$ cat src/timer_cc_pkg.sv
// Package for the 16-bit capture/compare timer: register map, field
// positions, reset values, mode codes and the AHB-Lite carrier structs.
// Assumes a single AHB-Lite master and word-only accesses.
package timer_cc_pkg;

  // Register byte offsets
  localparam logic [7:0] mode_control_off = 8'h00;
  localparam logic [7:0] output_control_off = 8'h04;
  localparam logic [7:0] prescaler_mode_off = 8'h08;
  localparam logic [7:0] capture_control_off = 8'h0c;
  localparam logic [7:0] capcomp_first_off = 8'h10;
  localparam logic [7:0] capcomp_second_off = 8'h14;
  localparam logic [7:0] timer_count_off = 8'h18;

  // mode_control fields
  localparam int mode_pos = 0;
  localparam int overflow_pos = 2;
  // output_control fields
  localparam int first_rev_pos = 0;
  localparam int second_rev_pos = 1;
  localparam int level_set_pos = 2;
  localparam int level_clear_pos = 3;
  localparam int oneshot_en_pos = 4;
  localparam int oneshot_trig_pos = 5;
  // prescaler_mode fields
  localparam int edge_first_pos = 0;
  localparam int edge_second_pos = 2;
  localparam int clk_sel_pos = 4;
  // capture_control fields
  localparam int cap_first_pos = 0;
  localparam int reverse_phase_pos = 1;
  localparam int cap_second_pos = 2;

  // Reset values and the top count value
  localparam logic [15:0] capcomp_reset = 16'h0000;
  localparam logic [15:0] count_max = 16'hffff;
  localparam logic [1:0] clk_div_reset = 2'h0;

  // Operating mode codes
  localparam logic [1:0] mode_stop = 2'h0;
  localparam logic [1:0] mode_free = 2'h1;
  localparam logic [1:0] mode_clear_edge = 2'h2;
  localparam logic [1:0] mode_clear_match = 2'h3;

  // Edge select codes
  localparam logic [1:0] edge_fall = 2'h0;
  localparam logic [1:0] edge_rise = 2'h1;
  localparam logic [1:0] edge_both = 2'h3;

  // Count clock select: 0..2 divide by 2**sel, 3 first input edge
  localparam logic [1:0] clk_from_input = 2'h3;

  localparam logic [1:0] htrans_nonseq = 2'h2;

  typedef struct packed {
    logic hsel;
    logic [7:0] haddr;
    logic [1:0] htrans;
    logic hwrite;
    logic [2:0] hsize;
    logic [31:0] hwdata;
  } ahb_req_t;

  typedef struct packed {
    logic hreadyout;
    logic hresp;
    logic [31:0] hrdata;
  } ahb_rsp_t;

endpackage

$ cat src/timer_capture_compare_output_control.sv
// 16-bit timer/event counter with two capture/compare registers, one
// timer output and two capture inputs, behind an AHB-Lite slave.
// Assumes capture inputs are already synchronous to i_sys_clk.
//
// The AHB-Lite register port and the register offsets were chosen for this implementation.
`timescale 1ns/1ps

////////////////////////////////////////////////////////////////////////////////
// Notes on behaviour
// - Level set/clear bits: 00 unchanged, 01 output low, 10 high, 11 prohibited.
// - On start the output begins from the level last forced.
// - Returning set/clear bits to 00 keeps the forced level.
// - First-compare reversal toggles output at each first match interrupt.
// - First match after start may be late by up to one count clock.
// - Capture during a register read still happens and interrupts; read value undefined.
// - Capture/compare contents need not be kept after the timer stops.
// - Overflow also set when first compare is FFFF and counter wraps on match.
// - Clearing overflow before the next count clock has no effect.
// - One-shot works in free-run and edge-clear modes, not match-clear mode.
// - With first input edge as count clock, its captures do not work.
// - Capture at count clock, capture interrupt at the following count clock.
// - Reverse-phase capture raises no first interrupt; second input edge does instead.
// - First enable after reset treats an already-high input as rising edge.
// - Mode 00 stop, 01 free-running, 10 clear on first input edge.
module timer_capture_compare_output_control (
  // Clock and reset
  input wire logic i_sys_clk,
  input wire logic i_rst_n,
  // AHB-Lite slave
  input wire timer_cc_pkg::ahb_req_t i_ahb,
  input wire logic i_hready,
  output timer_cc_pkg::ahb_rsp_t o_ahb,
  // Timer pins
  input wire logic i_first_capture_input,
  input wire logic i_second_capture_input,
  output logic o_timer_output_pin,
  // Event pulses
  output logic o_first_match_irq,
  output logic o_second_match_irq
);

  ////////////////////////////////////////////////////////////////////////////////
  // Control state
  logic [1:0] mode;
  logic overflow_flag;
  logic first_rev_en;
  logic second_match_reversal_enable;
  logic output_level_set;
  logic output_level_clear;
  logic oneshot_en;
  logic [1:0] edge_first;
  logic [1:0] edge_second;
  logic [1:0] clk_sel;
  logic cap_first_en;
  logic reverse_phase_capture_select;
  logic cap_second_en;
  logic [15:0] capcomp_first;
  logic [15:0] capcomp_second;
  logic [15:0] timer_count;
  logic [1:0] div_cnt;
  logic [1:0] in_prev;
  logic started_once;
  logic [1:0] edge_pend;
  logic rev_pend;
  logic [1:0] irq_pend;
  logic ovf_hold;
  logic oneshot_active;
  logic out_level;
  logic wr_pend;
  logic [7:0] wr_addr;

  ////////////////////////////////////////////////////////////////////////////////
  // Bus decode
  // Zero wait states: a write lands at the edge that ends its data phase
  wire bus_take = i_hready && i_ahb.hsel && i_ahb.htrans == timer_cc_pkg::htrans_nonseq;
  wire rd_take = bus_take && !i_ahb.hwrite;
  wire wr_take = bus_take && i_ahb.hwrite;
  wire [31:0] wdata = i_ahb.hwdata;
  wire wr_mode = wr_pend && wr_addr == timer_cc_pkg::mode_control_off;
  wire wr_outctl = wr_pend && wr_addr == timer_cc_pkg::output_control_off;
  wire wr_presc = wr_pend && wr_addr == timer_cc_pkg::prescaler_mode_off;
  wire wr_capctl = wr_pend && wr_addr == timer_cc_pkg::capture_control_off;
  wire wr_cc1 = wr_pend && wr_addr == timer_cc_pkg::capcomp_first_off;
  wire wr_cc2 = wr_pend && wr_addr == timer_cc_pkg::capcomp_second_off;

  logic [31:0] rd_mux;
  always_comb begin
    rd_mux = 32'h0000_0000;
    unique case (i_ahb.haddr)
      timer_cc_pkg::mode_control_off: begin
        rd_mux[timer_cc_pkg::mode_pos +: 2] = mode;
        rd_mux[timer_cc_pkg::overflow_pos] = overflow_flag;
      end
      timer_cc_pkg::output_control_off: begin
        rd_mux[timer_cc_pkg::first_rev_pos] = first_rev_en;
        rd_mux[timer_cc_pkg::second_rev_pos] = second_match_reversal_enable;
        rd_mux[timer_cc_pkg::level_set_pos] = output_level_set;
        rd_mux[timer_cc_pkg::level_clear_pos] = output_level_clear;
        rd_mux[timer_cc_pkg::oneshot_en_pos] = oneshot_en;
      end
      timer_cc_pkg::prescaler_mode_off: begin
        rd_mux[timer_cc_pkg::edge_first_pos +: 2] = edge_first;
        rd_mux[timer_cc_pkg::edge_second_pos +: 2] = edge_second;
        rd_mux[timer_cc_pkg::clk_sel_pos +: 2] = clk_sel;
      end
      timer_cc_pkg::capture_control_off: begin
        rd_mux[timer_cc_pkg::cap_first_pos] = cap_first_en;
        rd_mux[timer_cc_pkg::reverse_phase_pos] = reverse_phase_capture_select;
        rd_mux[timer_cc_pkg::cap_second_pos] = cap_second_en;
      end
      // A capture landing in this cycle is not in the read value
      timer_cc_pkg::capcomp_first_off: rd_mux[15:0] = capcomp_first;
      timer_cc_pkg::capcomp_second_off: rd_mux[15:0] = capcomp_second;
      timer_cc_pkg::timer_count_off: rd_mux[15:0] = timer_count;
      default: rd_mux = 32'h0000_0000;
    endcase
  end

  always_ff @(posedge i_sys_clk) begin
    if (!i_rst_n) begin
      o_ahb <= '0;
      wr_pend <= 1'b0;
      wr_addr <= 8'h00;
    end else begin
      o_ahb.hreadyout <= 1'b1;
      // Always OKAY: unmapped addresses read zero and ignore writes
      o_ahb.hresp <= 1'b0;
      wr_pend <= wr_take;
      if (bus_take) begin
        wr_addr <= i_ahb.haddr;
      end
      if (rd_take) begin
        o_ahb.hrdata <= rd_mux;
      end
    end
  end

  ////////////////////////////////////////////////////////////////////////////////
  // Edge detection and count clock
  wire running = mode != timer_cc_pkg::mode_stop;
  wire [1:0] in_now = {i_second_capture_input, i_first_capture_input};
  wire [1:0] rise = in_now & ~in_prev;
  wire [1:0] fall = ~in_now & in_prev;
  wire [1:0] valid_edge;
  wire first_rev_edge;
  assign valid_edge[0] = (edge_first[0] && rise[0]) || (!edge_first[0] && !edge_first[1] && fall[0])
    || (edge_first == timer_cc_pkg::edge_both && fall[0]);
  assign valid_edge[1] = (edge_second[0] && rise[1])
    || (!edge_second[0] && !edge_second[1] && fall[1])
    || (edge_second == timer_cc_pkg::edge_both && fall[1]);
  assign first_rev_edge = (edge_first == timer_cc_pkg::edge_rise && fall[0])
    || (edge_first == timer_cc_pkg::edge_fall && rise[0])
    || (edge_first == timer_cc_pkg::edge_both && (rise[0] || fall[0]));

  wire clk_ext = clk_sel == timer_cc_pkg::clk_from_input;
  // Free-running prescaler: start is not aligned to it
  wire div_tick = (div_cnt & ((2'h1 << clk_sel) - 2'h1)) == 2'h0;
  wire tick = running && (clk_ext ? valid_edge[0] : div_tick);

  // Edges seen between count clocks are held until the next one
  wire [1:0] edge_now = edge_pend | (valid_edge & {1'b1, !clk_ext});
  wire rev_now = rev_pend || (first_rev_edge && !clk_ext);

  ////////////////////////////////////////////////////////////////////////////////
  // Counter, compare and capture events
  // A register in capture mode gives no match, so a capture cannot toggle the pin
  wire match1 = tick && timer_count == capcomp_first && !cap_first_en;
  wire match2 = tick && timer_count == capcomp_second && !cap_second_en;
  wire clear_on_match = mode == timer_cc_pkg::mode_clear_match && match1;
  wire clear_on_edge = tick && mode == timer_cc_pkg::mode_clear_edge && edge_now[0];
  wire oneshot_ok = oneshot_en && mode != timer_cc_pkg::mode_clear_match;
  wire sw_trig = wr_outctl && wdata[timer_cc_pkg::oneshot_trig_pos] && running;
  // A retrigger while armed restarts the count; software waits for the pulse end
  wire oneshot_trig = oneshot_ok && (sw_trig || clear_on_edge);
  wire wrap = tick && timer_count == timer_cc_pkg::count_max;
  wire ovf_event = wrap || (clear_on_match && capcomp_first == timer_cc_pkg::count_max);
  wire [15:0] next_count = (clear_on_match || clear_on_edge || sw_trig && oneshot_ok) ? 16'h0000
    : (tick ? timer_count + 16'h0001 : timer_count);

  wire cap1_trig = tick && cap_first_en
    && (reverse_phase_capture_select ? rev_now : edge_now[1]);
  wire cap2_trig = tick && cap_second_en && edge_now[0];
  // Reverse-phase capture is silent; second input edge then only interrupts
  wire ext_irq1 = tick && cap_first_en && reverse_phase_capture_select && edge_now[1];

  // One-shot gates compare toggles to the armed pulse window
  wire toggle_ok = !oneshot_ok || oneshot_active;
  wire toggle = toggle_ok && ((match1 && first_rev_en)
    || (match2 && second_match_reversal_enable));

  always_ff @(posedge i_sys_clk) begin
    if (!i_rst_n) begin
      div_cnt <= timer_cc_pkg::clk_div_reset;
      in_prev <= 2'h0;
      started_once <= 1'b0;
      edge_pend <= 2'h0;
      rev_pend <= 1'b0;
    end else begin
      div_cnt <= div_cnt + 2'h1;
      // Reset leaves in_prev low, so a high input at first start is a rising edge
      if (running || started_once) begin
        in_prev <= in_now;
      end
      if (running) begin
        started_once <= 1'b1;
      end
      edge_pend <= tick || !running ? 2'h0 : edge_now;
      rev_pend <= !tick && running && rev_now;
    end
  end

  always_ff @(posedge i_sys_clk) begin
    if (!i_rst_n) begin
      timer_count <= 16'h0000;
      overflow_flag <= 1'b0;
      ovf_hold <= 1'b0;
      irq_pend <= 2'h0;
      o_first_match_irq <= 1'b0;
      o_second_match_irq <= 1'b0;
      oneshot_active <= 1'b0;
    end else begin
      // Stopping clears the count, so every start counts from zero
      timer_count <= running ? next_count : 16'h0000;
      // Set wins over clear; clear is ignored until the count clock after wrap
      if (ovf_event) begin
        overflow_flag <= 1'b1;
      end else if (wr_mode && !wdata[timer_cc_pkg::overflow_pos] && !ovf_hold) begin
        overflow_flag <= 1'b0;
      end
      if (ovf_event) begin
        ovf_hold <= 1'b1;
      end else if (tick || !running) begin
        ovf_hold <= 1'b0;
      end
      // Capture interrupts come out at the following count clock
      if (tick) begin
        irq_pend <= {cap2_trig, cap1_trig && !reverse_phase_capture_select};
      end else if (!running) begin
        irq_pend <= 2'h0;
      end
      o_first_match_irq <= match1 || ext_irq1 || (tick && irq_pend[0]);
      o_second_match_irq <= match2 || (tick && irq_pend[1]);
      if (!oneshot_ok || !running || (match2 && oneshot_active)) begin
        oneshot_active <= 1'b0;
      end else if (oneshot_trig) begin
        oneshot_active <= 1'b1;
      end
    end
  end

  ////////////////////////////////////////////////////////////////////////////////
  // Capture/compare registers
  // Values are kept over a stop, but software must not rely on that
  always_ff @(posedge i_sys_clk) begin
    if (!i_rst_n) begin
      capcomp_first <= timer_cc_pkg::capcomp_reset;
      capcomp_second <= timer_cc_pkg::capcomp_reset;
    end else begin
      // Capture takes priority over a software write in the same cycle
      if (cap1_trig && !(reverse_phase_capture_select && edge_now[1] && !rev_now)) begin
        capcomp_first <= timer_count;
      end else if (wr_cc1) begin
        capcomp_first <= wdata[15:0];
      end
      if (cap2_trig) begin
        capcomp_second <= timer_count;
      end else if (wr_cc2) begin
        capcomp_second <= wdata[15:0];
      end
    end
  end

  ////////////////////////////////////////////////////////////////////////////////
  // Control registers
  always_ff @(posedge i_sys_clk) begin
    if (!i_rst_n) begin
      mode <= timer_cc_pkg::mode_stop;
      first_rev_en <= 1'b0;
      second_match_reversal_enable <= 1'b0;
      output_level_set <= 1'b0;
      output_level_clear <= 1'b0;
      oneshot_en <= 1'b0;
      edge_first <= timer_cc_pkg::edge_fall;
      edge_second <= timer_cc_pkg::edge_fall;
      clk_sel <= timer_cc_pkg::clk_div_reset;
      cap_first_en <= 1'b0;
      reverse_phase_capture_select <= 1'b0;
      cap_second_en <= 1'b0;
    end else begin
      if (wr_mode) begin
        mode <= wdata[timer_cc_pkg::mode_pos +: 2];
      end
      if (wr_outctl) begin
        first_rev_en <= wdata[timer_cc_pkg::first_rev_pos];
        second_match_reversal_enable <= wdata[timer_cc_pkg::second_rev_pos];
        output_level_set <= wdata[timer_cc_pkg::level_set_pos];
        output_level_clear <= wdata[timer_cc_pkg::level_clear_pos];
        oneshot_en <= wdata[timer_cc_pkg::oneshot_en_pos];
      end
      if (wr_presc) begin
        edge_first <= wdata[timer_cc_pkg::edge_first_pos +: 2];
        edge_second <= wdata[timer_cc_pkg::edge_second_pos +: 2];
        clk_sel <= wdata[timer_cc_pkg::clk_sel_pos +: 2];
      end
      if (wr_capctl) begin
        cap_first_en <= wdata[timer_cc_pkg::cap_first_pos];
        reverse_phase_capture_select <= wdata[timer_cc_pkg::reverse_phase_pos];
        cap_second_en <= wdata[timer_cc_pkg::cap_second_pos];
      end
    end
  end

  ////////////////////////////////////////////////////////////////////////////////
  // Timer output level
  // Level bits written while running are ignored, so a stray write cannot glitch the pin
  wire lvl_set = wr_outctl && wdata[timer_cc_pkg::level_set_pos]
    && !wdata[timer_cc_pkg::level_clear_pos];
  wire lvl_clr = wr_outctl && !wdata[timer_cc_pkg::level_set_pos]
    && wdata[timer_cc_pkg::level_clear_pos];

  always_ff @(posedge i_sys_clk) begin
    if (!i_rst_n) begin
      out_level <= 1'b0;
      o_timer_output_pin <= 1'b0;
    end else begin
      // Forcing acts only while stopped; 00 and 11 leave the level
      if (!running && lvl_set) begin
        out_level <= 1'b1;
      end else if (!running && lvl_clr) begin
        out_level <= 1'b0;
      end else if (running && toggle) begin
        out_level <= !out_level; // starts from the forced level
      end
      o_timer_output_pin <= out_level;
    end
  end

endmodule

$ cat config.mk
export PLATFORM = sky130hd
export DESIGN_NAME = timer_capture_compare_output_control
export DESIGN_NICKNAME = d
export VERILOG_FILES = /design/src/timer_cc_pkg.sv /design/src/timer_capture_compare_output_control.sv
export SDC_FILE = /design/constraint.sdc
export NUM_CORES = 1
export LEC_CHECK = 0
export BUFFER_PORTS_ARGS = -buffer_cell sky130_fd_sc_hd__buf_4
export CORE_ASPECT_RATIO = 0.6
export CORE_MARGIN = 2
export CORE_UTILIZATION = 50
export DETAILED_ROUTE_END_ITERATION = 10
export PLACE_DENSITY = 0.76
export SYNTH_ARGS = -nofsm -noshare
export SYNTH_HDL_FRONTEND = slang
export SYNTH_SLANG_ARGS = --single-unit
$ cat constraint.sdc
create_clock -name i_sys_clk -period 2.8 [get_ports i_sys_clk]
set_clock_uncertainty 0.15 [all_clocks]
set_input_delay 0.42 -clock i_sys_clk [delete_from_list [all_inputs] [get_ports i_sys_clk]]
set_output_delay 0.42 -clock i_sys_clk [all_outputs]
set_load 0.005 [all_outputs]
Word-level counts from Yosys, hierarchy flattened
Cells that the tools add are included.

word-level totals
  bits in registers = 108
  latch bits = 0
  RAM bits = 0
  ROM bits = 0
  input port bits = 52
  word-level logic and storage cells = 207
  memories = 0

cells by class
  add/subtract/negate cells = 3
  multiply operators = 0
  div/mod/pow operators = 0
  $lt $le $gt $ge = 0
  equality and inequality tests = 24
  shift operators = 1
  multiplexer cells = 21
  bitwise gates (word level) = 9
  reduce and logical (&&, ||, !) cells = 116

operators with widths
  operator                                                               count
  16-bit two-way mux                                                     5
  1-bit logical AND                                                      64
  8-bit by 5-bit equality test with 1-bit output, second input constant  5
  34-bit two-way mux                                                     1
  16-bit equality test                                                   2
  16-bit equality test, second input constant                            2
  8-bit by 4-bit equality test with 1-bit output, second input constant  4
  10-bit one-hot mux with 3 select lines                                 1
  1-bit logical OR                                                       21
  3-bit one-hot mux with 7 select lines                                  1
  1-bit logical NOT                                                      18
  16-bit by 1-bit adder with 16-bit output, second input constant        1
  8-bit by 3-bit equality test with 1-bit output, second input constant  2
  8-bit logical NOT                                                      2
  2-bit equality test, second input constant                             6
  2-bit one-hot mux with 5 select lines                                  1
  2-bit nonzero test                                                     5
  1-bit two-way mux                                                      9
  2-bit AND                                                              4
  2-bit logical NOT                                                      2
  2-bit two-way mux                                                      2
  2-bit inverter                                                         2
  1-bit one-hot mux with 4 select lines                                  1
  2-bit OR reduction                                                     2
  other kinds (10)                                                       11

Longest topological paths before layout
Gate-level depths: netlist (run 1).

  depth in word-level cells = 16
  depth in mapped cells = 9
  gate-level depth less buffers = 8

Least setup slack after synthesis (run 1)
No wires, ideal clock.

  path type = input-to-reg
  start = input port i_ahb[42] (netlist bit)
  end = register o_ahb[3] (netlist bit)
  library setup time = 116 ps
  arrival time = 1896 ps
  required time = 2534 ps
  slack = 638 ps
  stages = 6
  path through = clkbuf_1 > clkbuf_1 > mux2_2 > a221oi_1 > nand2_1 > o211a_1

between the ends
  longest elaborated chain between the ends = 2

RTL lines
  what                                                                    RTL line                                    text
  from (decl)                                                             timer_capture_compare_output_control.sv:30  input wire timer_cc_pkg::ahb_req_t i_ahb,
  8-bit by 5-bit equality test with 1-bit output (tied with other cells)  timer_capture_compare_output_control.sv:89  unique case (i_ahb.haddr)
  2-bit one-hot mux with 5 select lines *                                 timer_capture_compare_output_control.sv:89
  to (decl)                                                               timer_capture_compare_output_control.sv:32  output timer_cc_pkg::ahb_rsp_t o_ahb,

Mark *: on every way between the ends. The rest lies on a longest branch, timed or not.
A chain may end at the register's enable or synchronous reset.

Final worst setup path (run 1)
  start = register clk_sel[0]
  end = register capcomp_first[10]

between the ends
  longest elaborated chain between the ends = 10

RTL lines
  what                                                             RTL line                                     text
  from (decl)                                                      timer_capture_compare_output_control.sv:53   logic [1:0] clk_sel;
  from (signal assigned)                                           timer_capture_compare_output_control.sv:285  clk_sel <= timer_cc_pkg::clk_div_reset;
  from (signal assigned)                                           timer_capture_compare_output_control.sv:303  clk_sel <= wdata[timer_cc_pkg::clk_sel_pos +: 2];
  1-bit by 2-bit left shift with 2-bit output                      timer_capture_compare_output_control.sv:157  wire div_tick = (div_cnt & ((2'h1 << clk_sel) - 2'h1)) == 2'h0;
  2-bit by 1-bit subtractor with 2-bit output                      timer_capture_compare_output_control.sv:157
  2-bit AND                                                        timer_capture_compare_output_control.sv:157
  2-bit logical NOT                                                timer_capture_compare_output_control.sv:157
  1-bit two-way mux                                                timer_capture_compare_output_control.sv:158  wire tick = running && (clk_ext ? valid_edge[0] : div_tick);
  1-bit logical AND                                                timer_capture_compare_output_control.sv:158
  1-bit logical AND                                                timer_capture_compare_output_control.sv:180  wire cap1_trig = tick && cap_first_en
  1-bit logical AND                                                timer_capture_compare_output_control.sv:181  && (reverse_phase_capture_select ? rev_now : edge_now[1]);
  1-bit logical AND *                                              timer_capture_compare_output_control.sv:260  if (cap1_trig && !(reverse_phase_capture_select && edge_now[1] && !rev_now)) begin
  16-bit two-way mux / 2-bit nonzero test (equally long branches)  --
  to (signal assigned)                                             timer_capture_compare_output_control.sv:256  capcomp_first <= timer_cc_pkg::capcomp_reset;
  to (signal assigned)                                             timer_capture_compare_output_control.sv:261  capcomp_first <= timer_count;
  to (signal assigned)                                             timer_capture_compare_output_control.sv:263  capcomp_first <= wdata[15:0];
  to (decl)                                                        timer_capture_compare_output_control.sv:57   logic [15:0] capcomp_first;

Marks and branches as above.

==> run metrics, run 1 <==
XOR/XNOR share of the synthesized area=between 7 and 8%; maxcap violations=0; cts bufs inserted=9; min cycle time layout=about 2300 ps; Final #Nets=751; TritonCTS clock tree=done; Post-Syn Instances=roughly 660; status=completed; post-CTS resize count=0; initial core utilization=between 50% and 60%; WL/cell=between 15 and 20 um; Die H=~88 um; H-tree levels=3; Syn Area/Cell=roughly 9 sq um; number of port buffers=between 50 and 60; crit-path max cell delay=between 500 and 600 ps; grt ovf=0; initial DRC count=588; Slew Viols, Final=0; CTS max path bufs=2; ANT nets after route=0; # fillers=1,018; adder-cell area share of the yosys netlist=less than 1%; crit end category=flop; slowest stage cell, crit path=dfxtp_1; Finished Core Util=between 50 and 60%; CP startpoint=clk_sel[0]$_SDFFE_PN0P_; required time at the worst-slack endpoint=2900 ps; post-route DRC violation count=0; DIE AREA=~0.013 sq mm; Async SR Flop Fraction=0%; actual slew at the worst max-slew pin=between 600 and 700 ps; hold crit path type=in -> reg; global-route wire length before repair=between 20,000 and 30,000 um; reg2reg start=clk_sel[0]$_SDFFE_PN0P_; layout cells sized above 1=roughly 16%; Synth top area share=roughly 36%; Worst-path clk slew=roughly 70 ps; CP cell instances=nor3_1 -> a311oi_2 -> and2_4 -> a211o_1 -> buf_4 -> nand2_1 -> o211a_1; Fmax=about 430 MHz; Synth top cells by count=dfxtp_1 (107), nand2_1 (105), mux2i_1 (48); CTS hold repair buffers=0; area leader, netlist=dfxtp_1; setup TNS=0 ps; area delta synth->final=12.43%; fin crit share=a little over four fifths; post-synthesis mux area share=approximately a tenth; Worst Path Max Fanout=32; IO Pins=slightly below 90; number of flops mapped to enable cells by yosys=0; final-report setup violation count=0; critical path class=reg -> reg; DP HPWL=11,920 um; final WL=16,120 um; Distinct cells, synth=61; Synth Register Bits=approximately 110; cell area after synthesis=0.005917 sq mm; slew margin rel.=~59%; count leader, synth=dfxtp_1; pin count of the biggest net entering global routing=39; Final Hold Fails=0; RSZ-0062 raised after global routing=false; CORE AREA=approximately 0.011 sq mm; clk_lat worst skew=between 300 and 400 ps; GP Congestion=slightly below 0.9; crit path DAT=around 2400 ps; clock sinks=between 100 and 150; diodes inserted=0; setup repair bufs after CTS=0; ys flop type=dfxtp_1; row count=30; hold_ws=~190 ps; leakage=a little over 3 nW; main combinational cell family by area after synthesis=simple AND/OR/NAND/NOR gates; Post-Synth Simple-Gate Area=21.08%; Compound-Gate Fraction of Synth Area=between 15 and 20%; top post-synthesis cells by area=dfxtp_1 (36%), mux2i_1 (8.1%), nand2_1 (6.7%); vias in the first global route=about 4,600; root buffer cell=clkbuf_16; antenna violations before repair=0; Setup crit start kind=flop; vias=approximately 5,100; synth warn=0; worst vdd ir=roughly 290 uV; Die W=between 100 and 150 um; Worst Min Path Start=i_ahb[35]; PwrDens=approximately 450 mW/mm^2; GRT Util Overall=around 26%; register area share after synthesis=between 30% and 40%; via-per-instance ratio=around 5.9; drt first pass iters=5
-- layer usage --
| metal | share of wire, % | GRT usage, % | up-vias |
|---|---|---|---|
| li1 | - | - | 2374 |
| met4 | 0.79 | 4.943 | 0 |
| met1 | 48 | 39.35 | 2431 |
| met3 | 10 | 6.494 | 12 |
| met5 | 0 | 0 | - |
| met2 | 41 | 37.61 | 234 |
-- sequential cells by signal (all words and copies together) (netlist names), 2 cells and up --
register        flops
edge_first          2
capcomp_first      16
timer_count        16
irq_pend            2
capcomp_second     16
in_prev             2
o_ahb              17
div_cnt             2
wr_addr             8
edge_second         2
mode                2
clk_sel             2
edge_pend           2
-- area by class of cell --
cell class / count / area, sq um / area share (%)
clock buffers: 10 / 239.0 / 3.592
repair buffers: 76 / 570.5 / 8.576
multi-input cells: 497 / 3411 / 51.27
clock inverters: 6 / 71.32 / 1.072
well taps: 160 / 200.2 / 3.009
inverters: 5 / 18.77 / 0.2821
flip-flops and latches: 107 / 2142 / 32.20
-- placed cells by master (no fill, tap or decap), drive strengths merged, types with 6 or more instances in the layout --
| master | instances |
|---|---|
| a21o | 9 |
| nor4 | 12 |
| xnor2 | 34 |
| conb | 17 |
| nor2b | 17 |
| o21ai | 10 |
| inv | 7 |
| o211a | 36 |
| dfxtp | 107 |
| clkbuf | 10 |
| buf | 76 |
| and3 | 6 |
| xor2 | 17 |
| a21oi | 7 |
| nand4 | 14 |
| nand2 | 105 |
| mux2i | 48 |
| nor2 | 34 |
| nand3 | 16 |
| and2 | 8 |
| a21boi | 31 |
| nor3 | 10 |
| a22oi | 11 |
-- power breakdown --
group	switching, mW	leakage (nW)	total, mW	internal (mW)
Clock	0.587	0.146	1.31	0.726
Combinational	0.0817	2.10	0.147	0.0651
Sequential	0.00746	0.863	1.54	1.53
-- path summary, 6_finish.rpt --
path	end	cells after the start	slack [ps]
hold reg to reg	irq_pend[0]$_SDFFE_PN0P_	2	320
hold / removal	wr_pend$_SDFF_PN0_	2	190
setup / recovery	capcomp_first[10]$_SDFFE_PN0P_	7	470
setup reg to reg	capcomp_first[10]$_SDFFE_PN0P_	7	470
-- metrics by stage --
step | instances | worst slack [ps] | cell area, sq um | total power [mW]
floorplan | 679 | 637.7 | 5977 | 1.662
global placement | 845 | 330.8 | 6342 | 1.711
detailed placement | 845 | 300.0 | 6342 | 1.716
CTS | 861 | 492.9 | 6653 | 3.007
global route | 861 | 314.8 | 6653 | 3.086
finish | 861 | 468.1 | 6653 | 2.996
-- logic make-up after synthesis --
kind of cell,count (synthesis)
AOI/OAI and AO/OA,128
xor gates and xnor gates,51
adders and majority gates,3
buffers and inverters,75
DFF,107
muxes,53
other,1
and+or+nand+nor,245
-- critical path: cells and delay by family, from the launching register on --
| family | cells | cell delay, ps |
|---|---|---|
| and+or+nand+nor | 3 | 590 |
| AOI/OAI and AO/OA | 3 | 620 |
| buffers and inverters | 1 | 330 |
| DFF | 1 | 510 |
Power figures use the tool's default switching activity.
==> inputs of run 2 (changes only) <==
Clock period 2.8 ns to 2.2 ns, I/O delays scaled along.
==> run metrics, run 2 (synthesis gave the netlist of run 1 again) <==
CP startpoint=wr_addr[5]$_SDFFE_PN0P_ (was clk_sel[0]$_SDFFE_PN0P_); WL/cell=18.67 um (was 18.72 um); cell depth of the worst min-delay path=2 (unchanged); number of port buffers=52 (unchanged); Crit path max-delay family=simple AND/OR/NAND/NOR gates (was compound AO/OA/AOI/OAI gates); Placed Instances=873 (was 845); final-report setup violation count=0 (unchanged); uppermost layer routed=met4 (unchanged); CORE AREA=0.01141 sq mm (unchanged); critical path depth in cells=7 (unchanged); post-CTS resize count=0 (unchanged); clk_lat worst skew=350 ps (about the same); Worst R2R End=capcomp_first[1]$_SDFFE_PN0P_ (was capcomp_first[10]$_SDFFE_PN0P_); most frequent cells in the layout=nand2_1 (105), dfxtp_1 (105), buf_4 (101), mux2i_1 (48), o211a_1 (36) (was dfxtp_1 (107), nand2_1 (105), buf_4 (76), mux2i_1 (48), o211a_1 (36)); power share of the combinational group=4.9% (about the same); vias=5,228 (was 5,051); reg2reg start=wr_addr[5]$_SDFFE_PN0P_ (was clk_sel[0]$_SDFFE_PN0P_); layout cells sized above 1=19.75% (was 15.83%); Worst-path clk slew=70 ps (about the same); sequential share of power=51.3% (about the same); Final Hold Fails=0 (unchanged); crit end category=flop (unchanged); Worst Min Path Start=i_ahb[35] (unchanged); Met2 Wirelength=6786 um (was 6582 um); max reg flops=17 (unchanged); met3 routed WL=1770 um (was 1612 um); actual slew at the worst max-slew pin=813.6 ps (was 614.0 ps); row count=30 (unchanged); CTS hold repair buffers=0 (unchanged); CTS max path bufs=2 (unchanged); setup ws final=74.51 ps (was 468.1 ps); Reg with most FFs=o_ahb (unchanged); hold crit path type=in -> reg (unchanged); grt ovf=0 (unchanged); post-route DRC violation count=0 (unchanged); H-tree levels=3 (unchanged); # fillers=1,017 (was 1,018); root buffer cell=clkbuf_16 (unchanged); Worst Path Max Fanout=16 (was 32); crit path DAT=2220 ps (was 2430 ps); ANT nets after route=0 (unchanged); Slew Viols, Final=0 (unchanged); Setup crit start kind=flop (unchanged); area of the multi-input gates=0.003425 sq mm (was 0.003411 sq mm); pin count of the biggest net entering global routing=41 (was 39); status=completed (unchanged); min cycle time layout=2125 ps (was 2332 ps); via-per-instance ratio=5.881 (was 5.866); Worst Path Buf+Inv=1 (unchanged); clock share of power=43.7% (was 43.8%); internal power=2.947 mW (was 2.320 mW); slew margin rel.=45.56% (was 58.85%); initial DRC count=589 (was 588); RSZ-0062 raised after global routing=false (unchanged); fin crit share=96.61% (was 83.28%); sw power=0.8612 mW (was 0.6764 mW); vias in the first global route=4,656 (was 4,560); register area=0.002145 sq mm (was 0.002142 sq mm); IO Pins=89 (unchanged); cts bufs inserted=9 (unchanged); initial core utilization=51.85% (unchanged); critical path class=reg -> reg (unchanged); Die H=88.27 um (unchanged); clock sinks=107 (unchanged); WL met1=7897 um (was 7799 um); hold_ws=66.11 ps (was 185.6 ps); drt first pass iters=8 (was 5); cells on worst reg2reg path=7 (unchanged); switch share=22.62% (was 22.57%); Fmax=470.5 MHz (was 428.8 MHz); worst vdd ir=354.3 uV (was 288.0 uV); TritonCTS clock tree=done (unchanged); Die W=144.4 um (unchanged); diodes inserted=0 (unchanged); r2r setup slk=70 ps (was 470 ps); post-placement setup slack=-58.34 ps (was 300.0 ps); GP Congestion=0.8678 (was 0.8941); maxcap violations=0 (unchanged); Hold Path End=wr_pend$_SDFF_PN0_ (unchanged); leakage=3.279 nW (was 3.105 nW); fin cells=889 (was 861); DP HPWL=12,270 um (was 11,920 um); slowest stage cell, crit path=nor4_4 (was dfxtp_1); CP cell instances=nor4_4 -> and3_2 -> nand3b_1 -> buf_4 -> mux2i_1 -> nand2_1 -> o211a_1 (was nor3_1 -> a311oi_2 -> and2_4 -> a211o_1 -> buf_4 -> nand2_1 -> o211a_1); required time at the worst-slack endpoint=2300 ps (was 2900 ps); crit-path max cell delay=390 ps (was 510 ps); final WL=16,600 um (was 16,120 um); PwrDens=551.2 mW/mm^2 (was 450.4 mW/mm^2); antenna violations before repair=0 (unchanged); setup repair bufs after CTS=0 (unchanged); DIE AREA=0.01275 sq mm (unchanged); GRT Util Overall=26.05% (was 25.97%); global-route wire length before repair=25,320 um (was 25,060 um); area delta synth->final=16.75% (was 12.43%); Final #Nets=779 (was 751)
==> run 2: power groups by stage <==
stage	combinational (mW)	sequential [mW]	clock, mW
floorplan	0.118	2.00	0
global placement	0.181	2.00	0
detailed placement	0.185	2.00	0
CTS	0.186	1.95	1.68
global route	0.202	1.96	1.75
finish	0.188	1.95	1.67
==> run 2: worst max path at each step <==
stage                                          endpoint  slack (ps)
final                     capcomp_first[1]$_SDFFE_PN0P_          70
after global routing        timer_count[6]$_SDFFE_PP0N_          20
after CTS                 capcomp_first[1]$_SDFFE_PN0P_          40
after detailed placement          o_ahb[3]$_SDFFE_PN0P_         -60
after global placement            o_ahb[0]$_SDFFE_PN0P_          20
after floorplan                   o_ahb[3]$_SDFFE_PN0P_         130
==> run 2: final cells by class <==
type                    instances  area share [%]
repair buffers                104           11.85
multi-input cells             497           49.57
clock inverters                 6          0.9056
inverters                       5          0.2717
clock buffers                  10           3.460
well taps                     160           2.898
flip-flops and latches        107           31.05
==> run 2: stage by stage <==
step / power (mW) / cell area [sq um] / utilization [%] / setup TNS [ps]
CTS: 3.821 / 6892 / 60.39 / 0
floorplan: 2.116 / 5977 / - / 0
finish: 3.808 / 6908 / 60.54 / 0
detailed placement: 2.185 / 6590 / 57.75 / -404.0
global placement: 2.180 / 6590 / 57.75 / 0
global route: 3.908 / 6908 / 60.54 / 0
==> run 2: routing by layer <==
metal,vias up,track usage (%)
li1,2431,-
met1,2505,40.08
met2,270,37.66
met3,22,5.465
met4,0,4.943
met5,-,0
